===== src/pkg/tco_defines.svh =====
`ifndef TCO_DEFINES_SVH
`define TCO_DEFINES_SVH

// Register indices as printed; byte address is four times the index
`define TCO_IDX_A_LO 6'h10
`define TCO_IDX_A_HI 6'h11
`define TCO_IDX_B_LO 6'h12
`define TCO_IDX_B_HI 6'h13
`define TCO_IDX_CTRL 6'h26
`define TCO_IDX_COUNT 6'h27
`define TCO_ADDR_A_LO {`TCO_IDX_A_LO, 2'b00}
`define TCO_ADDR_A_HI {`TCO_IDX_A_HI, 2'b00}
`define TCO_ADDR_B_LO {`TCO_IDX_B_LO, 2'b00}
`define TCO_ADDR_B_HI {`TCO_IDX_B_HI, 2'b00}
`define TCO_ADDR_CTRL {`TCO_IDX_CTRL, 2'b00}
`define TCO_ADDR_COUNT {`TCO_IDX_COUNT, 2'b00}

// Reset values
`define TCO_RST_A 16'hffff
`define TCO_RST_B 16'hffff
`define TCO_RST_CTRL 8'h00

// Control register field positions
`define TCO_FF_BIT 7
`define TCO_B6_BIT 6
`define TCO_SS_HI 5
`define TCO_SS_LO 4
`define TCO_CK_HI 3
`define TCO_CK_LO 2
`define TCO_MD_HI 1
`define TCO_MD_LO 0

// Prescaler tap exponents and low-frequency divide
`define TCO_TAP_SLOW 11
`define TCO_TAP_MID 7
`define TCO_TAP_FAST 3
`define TCO_FS_DIV_W 3

`endif


===== src/pkg/tco_pkg.sv =====
package tco_pkg;

  typedef enum logic [1:0] {
    TCO_MD_TIMER = 2'h0,
    TCO_MD_WINDOW = 2'h1,
    TCO_MD_PULSE = 2'h2,
    TCO_MD_PPG = 2'h3
  } tco_mode_t;

  typedef enum logic [1:0] {
    TCO_SS_STOP = 2'h0,
    TCO_SS_CMD = 2'h1,
    TCO_SS_RISE = 2'h2,
    TCO_SS_FALL = 2'h3
  } tco_start_t;

  typedef enum logic [1:0] {
    TCO_CK_SLOW = 2'h0,
    TCO_CK_MID = 2'h1,
    TCO_CK_FAST = 2'h2,
    TCO_CK_EXT = 2'h3
  } tco_clk_t;

  typedef enum logic [2:0] {
    TCO_ST_STOP = 3'h1,
    TCO_ST_ARMED = 3'h2,
    TCO_ST_RUN = 3'h4
  } tco_state_t;

endpackage : tco_pkg

===== src/hdl/tco_tick_gen.sv =====
`timescale 1ns/1ns
`include "tco_defines.svh"

module tco_tick_gen #(
  parameter int DIV_W = 11
) (
  input wire logic clk_i,
  input wire logic srst_i,
  input wire logic [1:0] clk_sel_i,
  input wire logic low_freq_i,
  input wire logic fs_clk_i,
  input wire logic ext_edge_i,
  output logic src_tick_o
);

  if (DIV_W < `TCO_TAP_SLOW) begin : g_chk
    $error("tco_tick_gen: DIV_W too small for the slowest tap");
  end

  logic [DIV_W-1:0] div_q;
  logic fs_s1_q;
  logic fs_s2_q;
  logic fs_d_q;
  logic [`TCO_FS_DIV_W-1:0] fs_div_q;
  logic tick_q;
  logic fs_rise;
  logic fs_tick;
  logic tap_slow;
  logic tap_mid;
  logic tap_fast;
  logic tick_d;

  // Taps pulse once per 2^n cycles, when the low n bits are all ones
  assign tap_slow = &div_q[`TCO_TAP_SLOW-1:0];
  assign tap_mid = &div_q[`TCO_TAP_MID-1:0];
  assign tap_fast = &div_q[`TCO_TAP_FAST-1:0];
  assign fs_rise = fs_s2_q & ~fs_d_q;
  assign fs_tick = fs_rise & (&fs_div_q);

  // Source clock choice; low-frequency path replaces only the slow tap
  assign tick_d = (clk_sel_i == tco_pkg::TCO_CK_EXT) ? ext_edge_i :
                  (clk_sel_i == tco_pkg::TCO_CK_FAST) ? tap_fast :
                  (clk_sel_i == tco_pkg::TCO_CK_MID) ? tap_mid :
                  (low_freq_i ? fs_tick : tap_slow);

  // Free divider, low clock synchroniser and output register
  always_ff @(posedge clk_i)
  begin
    if (srst_i)
    begin
      div_q <= '0;
      fs_s1_q <= 1'b0;
      fs_s2_q <= 1'b0;
      fs_d_q <= 1'b0;
      fs_div_q <= '0;
      tick_q <= 1'b0;
    end
    else
    begin
      div_q <= div_q + 1'b1;
      fs_s1_q <= fs_clk_i;
      fs_s2_q <= fs_s1_q;
      fs_d_q <= fs_s2_q;
      if (fs_rise)
        fs_div_q <= fs_div_q + 1'b1;
      tick_q <= tick_d;
    end
  end

  assign src_tick_o = tick_q;

endmodule : tco_tick_gen


===== src/hdl/tco_timer.sv =====
// Design decision made here: the APB register port.
`timescale 1ns/1ns
`include "tco_defines.svh"

module tco_timer #(
  parameter int CNT_W = 16
) (
  input wire logic clk_i,
  input wire logic srst_i,
  input wire logic psel,
  input wire logic penable,
  input wire logic pwrite,
  input wire logic [7:0] paddr,
  input wire logic [31:0] pwdata,
  output logic [31:0] prdata,
  output logic pready,
  output logic pslverr,
  input wire logic timer_pin_i,
  input wire logic low_clk_i,
  input wire logic low_freq_divider_option_i,
  input wire logic slow_mode_i,
  input wire logic stop_mode_i,
  output logic timer_interrupt_request_o,
  output logic timer_ff_o
);

  if (CNT_W != 16) begin : g_chk
    $error("tco_timer: register map serves a 16-bit counter only");
  end

  tco_pkg::tco_state_t state_q;
  tco_pkg::tco_state_t state_d;
  logic [7:0] ctrl_q;
  logic [15:0] a_q;
  logic [15:0] a_stage_q;
  logic [7:0] a_lo_q;
  logic a_pend_q;
  logic [15:0] b_q;
  logic [15:0] b_stage_q;
  logic [7:0] b_lo_q;
  logic b_pend_q;
  logic [15:0] cnt_q;
  logic ff_q;
  logic irq_q;
  logic pin_s1_q;
  logic pin_s2_q;
  logic pin_d_q;
  logic stop_d_q;
  logic [31:0] prdata_q;
  logic err_q;

  // Control fields, declared ahead of the decode that reads the mode
  tco_pkg::tco_mode_t mode;
  tco_pkg::tco_start_t ss;
  tco_pkg::tco_clk_t ck;
  logic bit6;
  assign mode = tco_pkg::tco_mode_t'(ctrl_q[`TCO_MD_HI:`TCO_MD_LO]);
  assign ss = tco_pkg::tco_start_t'(ctrl_q[`TCO_SS_HI:`TCO_SS_LO]);
  assign ck = tco_pkg::tco_clk_t'(ctrl_q[`TCO_CK_HI:`TCO_CK_LO]);
  assign bit6 = ctrl_q[`TCO_B6_BIT];

  // Bus decode
  logic setup;
  logic wr;
  logic hit;
  logic wr_a_lo;
  logic wr_a_hi;
  logic wr_b_lo;
  logic wr_b_hi;
  logic wr_ctrl;
  logic [7:0] wbyte;
  logic [31:0] rd_mux;
  assign setup = psel & ~penable;
  assign wr = psel & penable & pwrite;
  assign wbyte = pwdata[7:0];
  assign hit = (paddr == `TCO_ADDR_A_LO) | (paddr == `TCO_ADDR_A_HI) |
               (paddr == `TCO_ADDR_B_LO) | (paddr == `TCO_ADDR_B_HI) |
               (paddr == `TCO_ADDR_CTRL) | (paddr == `TCO_ADDR_COUNT);
  assign wr_a_lo = wr & (paddr == `TCO_ADDR_A_LO);
  assign wr_a_hi = wr & (paddr == `TCO_ADDR_A_HI);
  assign wr_b_lo = wr & (paddr == `TCO_ADDR_B_LO) & (mode == tco_pkg::TCO_MD_PPG);
  assign wr_b_hi = wr & (paddr == `TCO_ADDR_B_HI) & (mode == tco_pkg::TCO_MD_PPG);
  assign wr_ctrl = wr & (paddr == `TCO_ADDR_CTRL);
  // Reads show effective values; count is read-only
  assign rd_mux = (paddr == `TCO_ADDR_A_LO) ? {24'h000000, a_q[7:0]} :
                  (paddr == `TCO_ADDR_A_HI) ? {24'h000000, a_q[15:8]} :
                  (paddr == `TCO_ADDR_B_LO) ? {24'h000000, b_q[7:0]} :
                  (paddr == `TCO_ADDR_B_HI) ? {24'h000000, b_q[15:8]} :
                  (paddr == `TCO_ADDR_CTRL) ? {24'h000000, ctrl_q} :
                  (paddr == `TCO_ADDR_COUNT) ? {16'h0000, cnt_q} : 32'h00000000;

  // Mode flavours inside code 00, told apart by start and clock
  logic grp0;
  logic is_event;
  logic is_trig;
  logic is_plain;
  assign grp0 = (mode == tco_pkg::TCO_MD_TIMER);
  assign is_event = grp0 & (ck == tco_pkg::TCO_CK_EXT) & ss[1];
  assign is_trig = grp0 & (ck != tco_pkg::TCO_CK_EXT) & ss[1];
  assign is_plain = grp0 & (ss == tco_pkg::TCO_SS_CMD);

  // Pin edges; code 11 triggers on falling, code 10 on rising
  logic rise;
  logic fall;
  logic trig_edge;
  logic opp_edge;
  logic level_ok;
  assign rise = pin_s2_q & ~pin_d_q;
  assign fall = ~pin_s2_q & pin_d_q;
  assign trig_edge = ss[0] ? fall : rise;
  assign opp_edge = ss[0] ? rise : fall;
  assign level_ok = ss[0] ? ~pin_s2_q : pin_s2_q;

  logic tick;
  tco_tick_gen #(
    .DIV_W(`TCO_TAP_SLOW)
  ) u_tick (
    .clk_i(clk_i),
    .srst_i(srst_i),
    .clk_sel_i(ctrl_q[`TCO_CK_HI:`TCO_CK_LO]),
    .low_freq_i(low_freq_divider_option_i | slow_mode_i),
    .fs_clk_i(low_clk_i),
    .ext_edge_i(trig_edge),
    .src_tick_o(tick)
  );

  // Start decisions; command start only for plain timer and generator
  logic start_cmd;
  logic free_run;
  logic arm;
  assign start_cmd = (ss == tco_pkg::TCO_SS_CMD) &
                     ((grp0 & (ck != tco_pkg::TCO_CK_EXT)) |
                      (mode == tco_pkg::TCO_MD_PPG));
  assign free_run = is_event | ((mode == tco_pkg::TCO_MD_WINDOW) & ss[1]);
  assign arm = ss[1] & ~free_run;

  // Counting and events while running
  logic running;
  logic cnt_en;
  logic [15:0] cnt_inc;
  logic match_a;
  logic match_b;
  logic trig_stop;
  logic pw_cap;
  logic auto_cap;
  assign running = (state_q == tco_pkg::TCO_ST_RUN);
  assign cnt_en = running & tick &
                  ((mode != tco_pkg::TCO_MD_WINDOW) | level_ok);
  assign cnt_inc = cnt_q + 16'h0001;
  assign match_a = cnt_en & (cnt_inc == a_q) & (mode != tco_pkg::TCO_MD_PULSE);
  assign match_b = cnt_en & (cnt_inc == b_q) & (mode == tco_pkg::TCO_MD_PPG);
  assign trig_stop = running & is_trig & bit6 & opp_edge;
  assign pw_cap = running & (mode == tco_pkg::TCO_MD_PULSE) &
                  (bit6 ? trig_edge : opp_edge);
  assign auto_cap = running & tick & bit6 &
                    (is_plain | is_event | (mode == tco_pkg::TCO_MD_WINDOW));
  // Halting matches return to armed and wait for the next trigger
  logic halt_match;
  assign halt_match = match_a & (is_trig |
                      ((mode == tco_pkg::TCO_MD_PPG) & bit6));

  // Next state
  always_comb
  begin
    state_d = state_q;
    case (state_q)
      tco_pkg::TCO_ST_STOP:
      begin
        if (start_cmd | free_run)
          state_d = tco_pkg::TCO_ST_RUN;
        else if (arm)
          state_d = tco_pkg::TCO_ST_ARMED;
      end
      tco_pkg::TCO_ST_ARMED:
      begin
        if (trig_edge)
          state_d = tco_pkg::TCO_ST_RUN;
      end
      tco_pkg::TCO_ST_RUN:
      begin
        if (halt_match | trig_stop)
          state_d = tco_pkg::TCO_ST_ARMED;
        else if (pw_cap & ~bit6)
          state_d = tco_pkg::TCO_ST_ARMED;
      end
      default:
        state_d = tco_pkg::TCO_ST_STOP;
    endcase
    if (ss == tco_pkg::TCO_SS_STOP)
      state_d = tco_pkg::TCO_ST_STOP;
  end

  // State and counter
  always_ff @(posedge clk_i)
  begin
    if (srst_i)
    begin
      state_q <= tco_pkg::TCO_ST_STOP;
      cnt_q <= 16'h0000;
    end
    else
    begin
      state_q <= state_d;
      if (!running | match_a | trig_stop | pw_cap)
        cnt_q <= 16'h0000;
      else if (cnt_en)
        cnt_q <= cnt_inc;
    end
  end

  // Control register; stop-mode entry overrides a same-cycle write
  always_ff @(posedge clk_i)
  begin
    if (srst_i)
      ctrl_q <= `TCO_RST_CTRL;
    else if (stop_mode_i & ~stop_d_q)
      ctrl_q[`TCO_SS_HI:`TCO_SS_LO] <= tco_pkg::TCO_SS_STOP;
    else if (wr_ctrl)
      ctrl_q <= wbyte;
  end

  // Register A: low byte staged, high byte arms update at next tick
  always_ff @(posedge clk_i)
  begin
    if (srst_i)
    begin
      a_q <= `TCO_RST_A;
      a_stage_q <= `TCO_RST_A;
      a_lo_q <= 8'h00;
      a_pend_q <= 1'b0;
    end
    else
    begin
      if (wr_a_lo)
        a_lo_q <= wbyte;
      if (wr_a_hi)
      begin
        a_stage_q <= {wbyte, a_lo_q};
        a_pend_q <= 1'b1;
      end
      else if (tick & a_pend_q)
      begin
        a_q <= a_stage_q;
        a_pend_q <= 1'b0;
      end
    end
  end

  // Register B: software load or hardware capture
  always_ff @(posedge clk_i)
  begin
    if (srst_i)
    begin
      b_q <= `TCO_RST_B;
      b_stage_q <= `TCO_RST_B;
      b_lo_q <= 8'h00;
      b_pend_q <= 1'b0;
    end
    else
    begin
      if (wr_b_lo)
        b_lo_q <= wbyte;
      if (wr_b_hi)
      begin
        b_stage_q <= {wbyte, b_lo_q};
        b_pend_q <= 1'b1;
      end
      else if (tick & b_pend_q)
      begin
        b_q <= b_stage_q;
        b_pend_q <= 1'b0;
      end
      else if (pw_cap)
        b_q <= cnt_q;
      else if (auto_cap)
        b_q <= cnt_q;
    end
  end

  // Timer flip-flop: preset while stopped, toggled by a match of A or of B alone
  always_ff @(posedge clk_i)
  begin
    if (srst_i)
      ff_q <= 1'b0;
    else if (state_q == tco_pkg::TCO_ST_STOP)
      ff_q <= ctrl_q[`TCO_FF_BIT];
    else if (match_a ^ match_b)
      ff_q <= ~ff_q;
  end

  // Pin synchroniser, stop edge detect and request pulse
  always_ff @(posedge clk_i)
  begin
    if (srst_i)
    begin
      pin_s1_q <= 1'b0;
      pin_s2_q <= 1'b0;
      pin_d_q <= 1'b0;
      stop_d_q <= 1'b0;
      irq_q <= 1'b0;
    end
    else
    begin
      pin_s1_q <= timer_pin_i;
      pin_s2_q <= pin_s1_q;
      pin_d_q <= pin_s2_q;
      stop_d_q <= stop_mode_i;
      irq_q <= match_a | pw_cap;
    end
  end

  // Read data and error latched in setup so access needs no wait
  always_ff @(posedge clk_i)
  begin
    if (srst_i)
    begin
      prdata_q <= 32'h00000000;
      err_q <= 1'b0;
    end
    else if (setup)
    begin
      prdata_q <= rd_mux;
      err_q <= ~hit;
    end
  end

  assign prdata = prdata_q;
  assign pready = psel & penable;
  assign pslverr = psel & penable & err_q;
  assign timer_interrupt_request_o = irq_q;
  assign timer_ff_o = ff_q;

endmodule : tco_timer


===== config.mk =====
export PLATFORM = sky130hd
export DESIGN_NAME = tco_timer
export DESIGN_NICKNAME = d
export VERILOG_FILES = /design/src/pkg/tco_pkg.sv /design/src/hdl/tco_tick_gen.sv /design/src/hdl/tco_timer.sv
export VERILOG_INCLUDE_DIRS = /design/src /design/src/pkg
export SDC_FILE = /design/constraint.sdc
export NUM_CORES = 1
export LEC_CHECK = 0
export ABC_CLOCK_PERIOD_IN_PS = 3000
export BUFFER_PORTS_ARGS = -buffer_cell sky130_fd_sc_hd__buf_2
export CORE_MARGIN = 4
export CORE_UTILIZATION = 25
export CTS_BUF_LIST = sky130_fd_sc_hd__clkbuf_8 sky130_fd_sc_hd__clkbuf_16
export DETAILED_ROUTE_END_ITERATION = 12
export HOLD_SLACK_MARGIN = 0.08
export SYNTH_ARGS = -nofsm -noshare
export SYNTH_HDL_FRONTEND = slang
export SYNTH_HIERARCHICAL = 1
export SYNTH_SLANG_ARGS = --single-unit

===== constraint.sdc =====
create_clock -name clk_i -period 3 [get_ports clk_i]
set_clock_uncertainty 0.2 [all_clocks]
set_input_delay 0.15 -clock clk_i [delete_from_list [all_inputs] [get_ports clk_i]]
set_output_delay 0.15 -clock clk_i [all_outputs]
set_load 0.01 [all_outputs]

==> impl_metrics.prom <==
# TYPE chip_impl_metric gauge
chip_impl_info{name="status",value="completed"} 1
chip_impl_metric{name="cts.reportedPaths.clkPinSlew",unit="ns"} 0.08
chip_impl_metric{name="register_to_register_path_setup_slack",unit="ns"} 0.21
chip_impl_metric{name="die_width",unit="µm"} 183
chip_impl_metric{name="row_count",unit=""} 63
chip_impl_metric{name="setup_total_negative_slack",unit="ns"} 0
chip_impl_metric{name="filler_cell_count",unit=""} 3175
chip_impl_metric{name="design.core.area",unit="µm²"} 30000
chip_impl_metric{name="crit_fanout",unit=""} 16
chip_impl_metric{name="synth.distinct_cells",unit=""} 65
chip_impl_metric{name="sequential_power_share",unit="%"} 46.1
chip_impl_metric{name="max-vdd-ir-drop",unit="mV"} 0.397
chip_impl_metric{name="drt_pass1_iterations",unit=""} 5
chip_impl_metric{name="post_synth.cell_area_avg",unit="µm²"} 8.49
chip_impl_metric{name="detailroute.via_count",unit=""} 6725
chip_impl_metric{name="power.switching",unit="µW"} 1160
chip_impl_metric{name="multi_input_area",unit="µm²"} 4320
chip_impl_metric{name="num_antenna_cells",unit=""} 0
chip_impl_info{name="hp-start",value="pwrite"} 1
chip_impl_info{name="crit_type",value="reg2reg"} 1
chip_impl_metric{name="sw_frac_of_total",unit="%"} 26.6
chip_impl_metric{name="global_route_wire_length_before_repair",unit="mm"} 35.4
chip_impl_metric{name="arrival",unit="ns"} 2.96
chip_impl_metric{name="report.final.setup_viol",unit=""} 0
chip_impl_info{name="worst_hold_path_type",value="in2reg"} 1
chip_impl_info{name="dominantRegCellSynth",value="dfxtp_1"} 1
chip_impl_metric{name="cts_h_tree_depth",unit=""} 4
chip_impl_metric{name="globalRoute.totalOverflow",unit=""} 0
chip_impl_metric{name="cap_viol_max_count",unit=""} 0
chip_impl_metric{name="ratio_of_cells_with_drive_above_1_in_the_final_layout",unit="%"} 15.3
chip_impl_metric{name="final-max-slew-violation-count",unit=""} 0
chip_impl_info{name="crit_path_start",value="cnt_q[0]"} 1
chip_impl_info{name="crit_path_start_kind",value="register"} 1
chip_impl_metric{name="power.density",unit="nW/µm²"} 471
chip_impl_metric{name="netlist_area",unit="µm²"} 7670
chip_impl_metric{name="grt.total_usage",unit="%"} 13.3
chip_impl_metric{name="antenna_violating_nets_post_route",unit=""} 0
chip_impl_metric{name="grt_start_max_net_pins",unit=""} 74
chip_impl_info{name="whs_endpoint",value="a_pend_q"} 1
chip_impl_metric{name="netlist_instances",unit=""} 904
chip_impl_metric{name="wire_per_inst",unit="µm"} 16.0
chip_impl_info{name="grt_setup_unrepaired",value="no"} 1
chip_impl_metric{name="antenna_violations_before_repair",unit=""} 0
chip_impl_metric{name="flip_flop_and_latch_area",unit="µm²"} 3000
chip_impl_metric{name="worst_r2r_path_depth",unit=""} 10
chip_impl_metric{name="via_count_of_the_first_global_routing_pass",unit=""} 6310
chip_impl_metric{name="number_of_cts_inserted_buffers",unit=""} 17
chip_impl_metric{name="logic_pwr_share",unit="%"} 3.7
chip_impl_metric{name="worst_hold_path.num_cells",unit=""} 4
chip_impl_metric{name="detail_route.iter0.violations",unit=""} 536
chip_impl_metric{name="dp_wirelength",unit="mm"} 16.0
chip_impl_metric{name="clock_tree.buffer_depth",unit=""} 2
chip_impl_metric{name="final-instance-count-excl-fill",unit=""} 1377
chip_impl_metric{name="drc_errors",unit=""} 0
chip_impl_metric{name="floorplan.die_area",unit="µm²"} 33600
chip_impl_metric{name="synth-seq-cells",unit=""} 150
chip_impl_info{name="cts_tree",value="yes"} 1
chip_impl_metric{name="synth-seq-area-share",unit="%"} 39.1
chip_impl_metric{name="worstSkewPairLatency",unit="ns"} 0.44
chip_impl_metric{name="share_clk_of_total_power",unit="%"} 50.2
chip_impl_metric{name="achievable_frequency",unit="GHz"} 0.358
chip_impl_metric{name="synthesis.yosys.warnings",unit=""} 6
chip_impl_metric{name="timing_worst_slew_pin_value",unit="ns"} 0.864
chip_impl_metric{name="gp_congestion",unit=""} 0.935
chip_impl_metric{name="hold_viol_final",unit=""} 0
chip_impl_info{name="regToRegEndpoint",value="cnt_q[8]"} 1
chip_impl_metric{name="finalCriticalPeriod",unit="ns"} 2.79
chip_impl_info{name="end_kind",value="register"} 1
chip_impl_metric{name="syn_to_final_growth",unit="%"} 21.1
chip_impl_metric{name="cts_post_setup_buffers_inserted",unit=""} 0
chip_impl_metric{name="initial_utilization",unit="%"} 25.6
chip_impl_metric{name="post-place-cells",unit=""} 1326
chip_impl_metric{name="postSynth.asyncResetShare",unit="%"} 0
chip_impl_metric{name="count_of_flip_flops_with_a_built_in_enable_after_synthesis",unit=""} 0
chip_impl_metric{name="power.leakage",unit="µW"} 0.00357
chip_impl_metric{name="crit_required",unit="ns"} 3.16
chip_impl_info{name="reg2reg_from",value="cnt_q[0]"} 1
chip_impl_metric{name="layout.nets",unit=""} 1029
chip_impl_metric{name="period_share",unit="%"} 93.1
chip_impl_metric{name="clock_sink_count",unit=""} 150
chip_impl_metric{name="wirelength",unit="mm"} 22.0
chip_impl_metric{name="max-slew-margin-rel",unit="%"} 42.3
chip_impl_metric{name="power_report.internal_total",unit="µW"} 3210
chip_impl_info{name="clockRootBuffer",value="clkbuf_16"} 1
chip_impl_metric{name="avgViaCountPerCell",unit=""} 4.88
chip_impl_metric{name="numPortBuffers",unit=""} 45
chip_impl_metric{name="die_h",unit="µm"} 183
chip_impl_metric{name="num_ports",unit=""} 86
through the flow:
stage / worst slack [ns] / hold slack (ns) / power (µW) / utilization (%) / instance area, µm²
6_report: 0.207 / 0.0888 / 4370 / 31.0 / 9290
5_1_grt: 0.0243 / 0.137 / 4510 / 31.0 / 9290
4_1_cts: 0.0505 / 0.0870 / 4410 / 30.9 / 9270
3_5_place_dp: 0.0854 / 0.170 / 2200 / 28.2 / 8460
3_3_place_gp: 0.158 / 0.165 / 2200 / 28.2 / 8460
2_1_floorplan: 0.0880 / 0.0679 / 2160 / - / 7730
state kept, by name, summed over array words and instances, names as in the netlist, 11 cells and up:
signal	flops
a_q	16
u_tick/div_q	11
cnt_q	16
b_q	16
a_stage_q	16
prdata	16
b_stage_q	16
cell usage in the layout, fill, tap and decap left out, types with 17 or more instances in the layout:
cell	Yosys	final
nor2_1	104	104
o21ai_0	18	18
buf_4	19	52
a21oi_1	27	27
dfxtp_1	150	149
nand3b_1	35	35
xor2_1	24	24
xnor2_1	37	37
a211o_1	33	33
nand2_1	110	110
mux2i_1	38	38
clkbuf_16	0	17
nor2b_1	36	36
buf_2	10	44
nor3_1	19	19
nand3_1	28	28
dlygate4sd3_1	0	19
cell usage after synthesis, types with 5 or more instances:
cell type	number	share of area [%]
or3_1	7	0.57
and3_1	11	0.90
and4_1	5	0.57
a22oi_1	16	1.6
nand3_1	28	1.8
a21oi_1	27	1.8
a22o_1	7	0.80
nand2_1	110	5.4
a311oi_1	9	1.0
nor2_1	104	5.1
nor3_1	19	1.2
a211o_1	33	3.8
xor2_1	24	2.7
mux2i_1	38	5.0
nand3b_1	35	3.4
o21ai_0	18	1.2
inv_1	9	0.44
nand4_1	13	1.1
buf_2	10	0.65
ha_1	5	0.82
a211oi_1	7	0.68
nor4_1	8	0.65
a221oi_1	6	0.68
nor3b_1	8	0.78
buf_4	19	1.9
dfxtp_1	150	39
nor2b_1	36	2.9
xnor2_1	37	4.2
clkbuf_1	48	2.3
critical path, cell delays in order (launching register included):
cell and delay [ns]:
dfxtp_1 0.34, ha_1 0.20, nand3_1 0.14, buf_4 0.22, or3_1 0.34, xnor2_1 0.29
nor3_1 0.12, and4_2 0.28, nor2_1 0.17, nand3_4 0.23, a21oi_1 0.19
worst max path at each step:
stage,to,slack [ns],depth (start not counted)
finish,cnt_q[8],0.21,10
global route,cnt_q[4],0.02,9
CTS,timer_ff_o,0.05,10
detailed placement,timer_ff_o,0.09,10
global placement,cnt_q[13],0.16,9
floorplan,timer_ff_o,0.09,11
final cells by class:
cell class	instances	share of cell area, %
Timing Repair Buffer	116	8.84
Tap cell	390	5.25
Multi-Input combinational cell	680	46.5
Clock inverter	15	2.11
Inverter	9	0.364
Sequential cell	150	32.3
Clock buffer	17	4.58
power groups by stage:
stage | logic, µW | registers, µW | clock network [µW]
finish | 161 | 2010 | 2190
global route | 179 | 2020 | 2320
CTS | 162 | 2010 | 2230
detailed placement | 143 | 2060 | 0
global placement | 142 | 2060 | 0
floorplan | 95.9 | 2060 | 0
per-layer routing:
layer	GRT usage (%)	vias to the layer above	routed length (µm)
li1	-	3285	-
met1	18.7	3199	10200
met2	20.3	208	9900
met5	0	-	0
met3	2.68	33	1400
met4	4.56	0	512
repair_timing:
item	in CTS	in global routing
hold endpoints to repair	70	0
resized for setup	0	5
hold buffers	19	0
setup endpoints to repair	0	17
logic make-up (layout without fill, tap and decap cells):
| family | Yosys count | count (layout) | synth area share [%] |
|---|---|---|---|
| XOR/XNOR | 63 | 63 | 7.55 |
| AO/OA/AOI/OAI | 144 | 144 | 13.6 |
| other | 1 | 16 | 0.0489 |
| adder cells (fa/ha/maj) | 5 | 5 | 0.815 |
| AND/OR/NAND/NOR | 412 | 412 | 28.0 |
| multiplexers | 40 | 40 | 5.25 |
| buffers and inverters | 89 | 157 | 5.54 |
| flip-flops | 150 | 150 | 39.1 |
(Power assumes the default switching activity.)
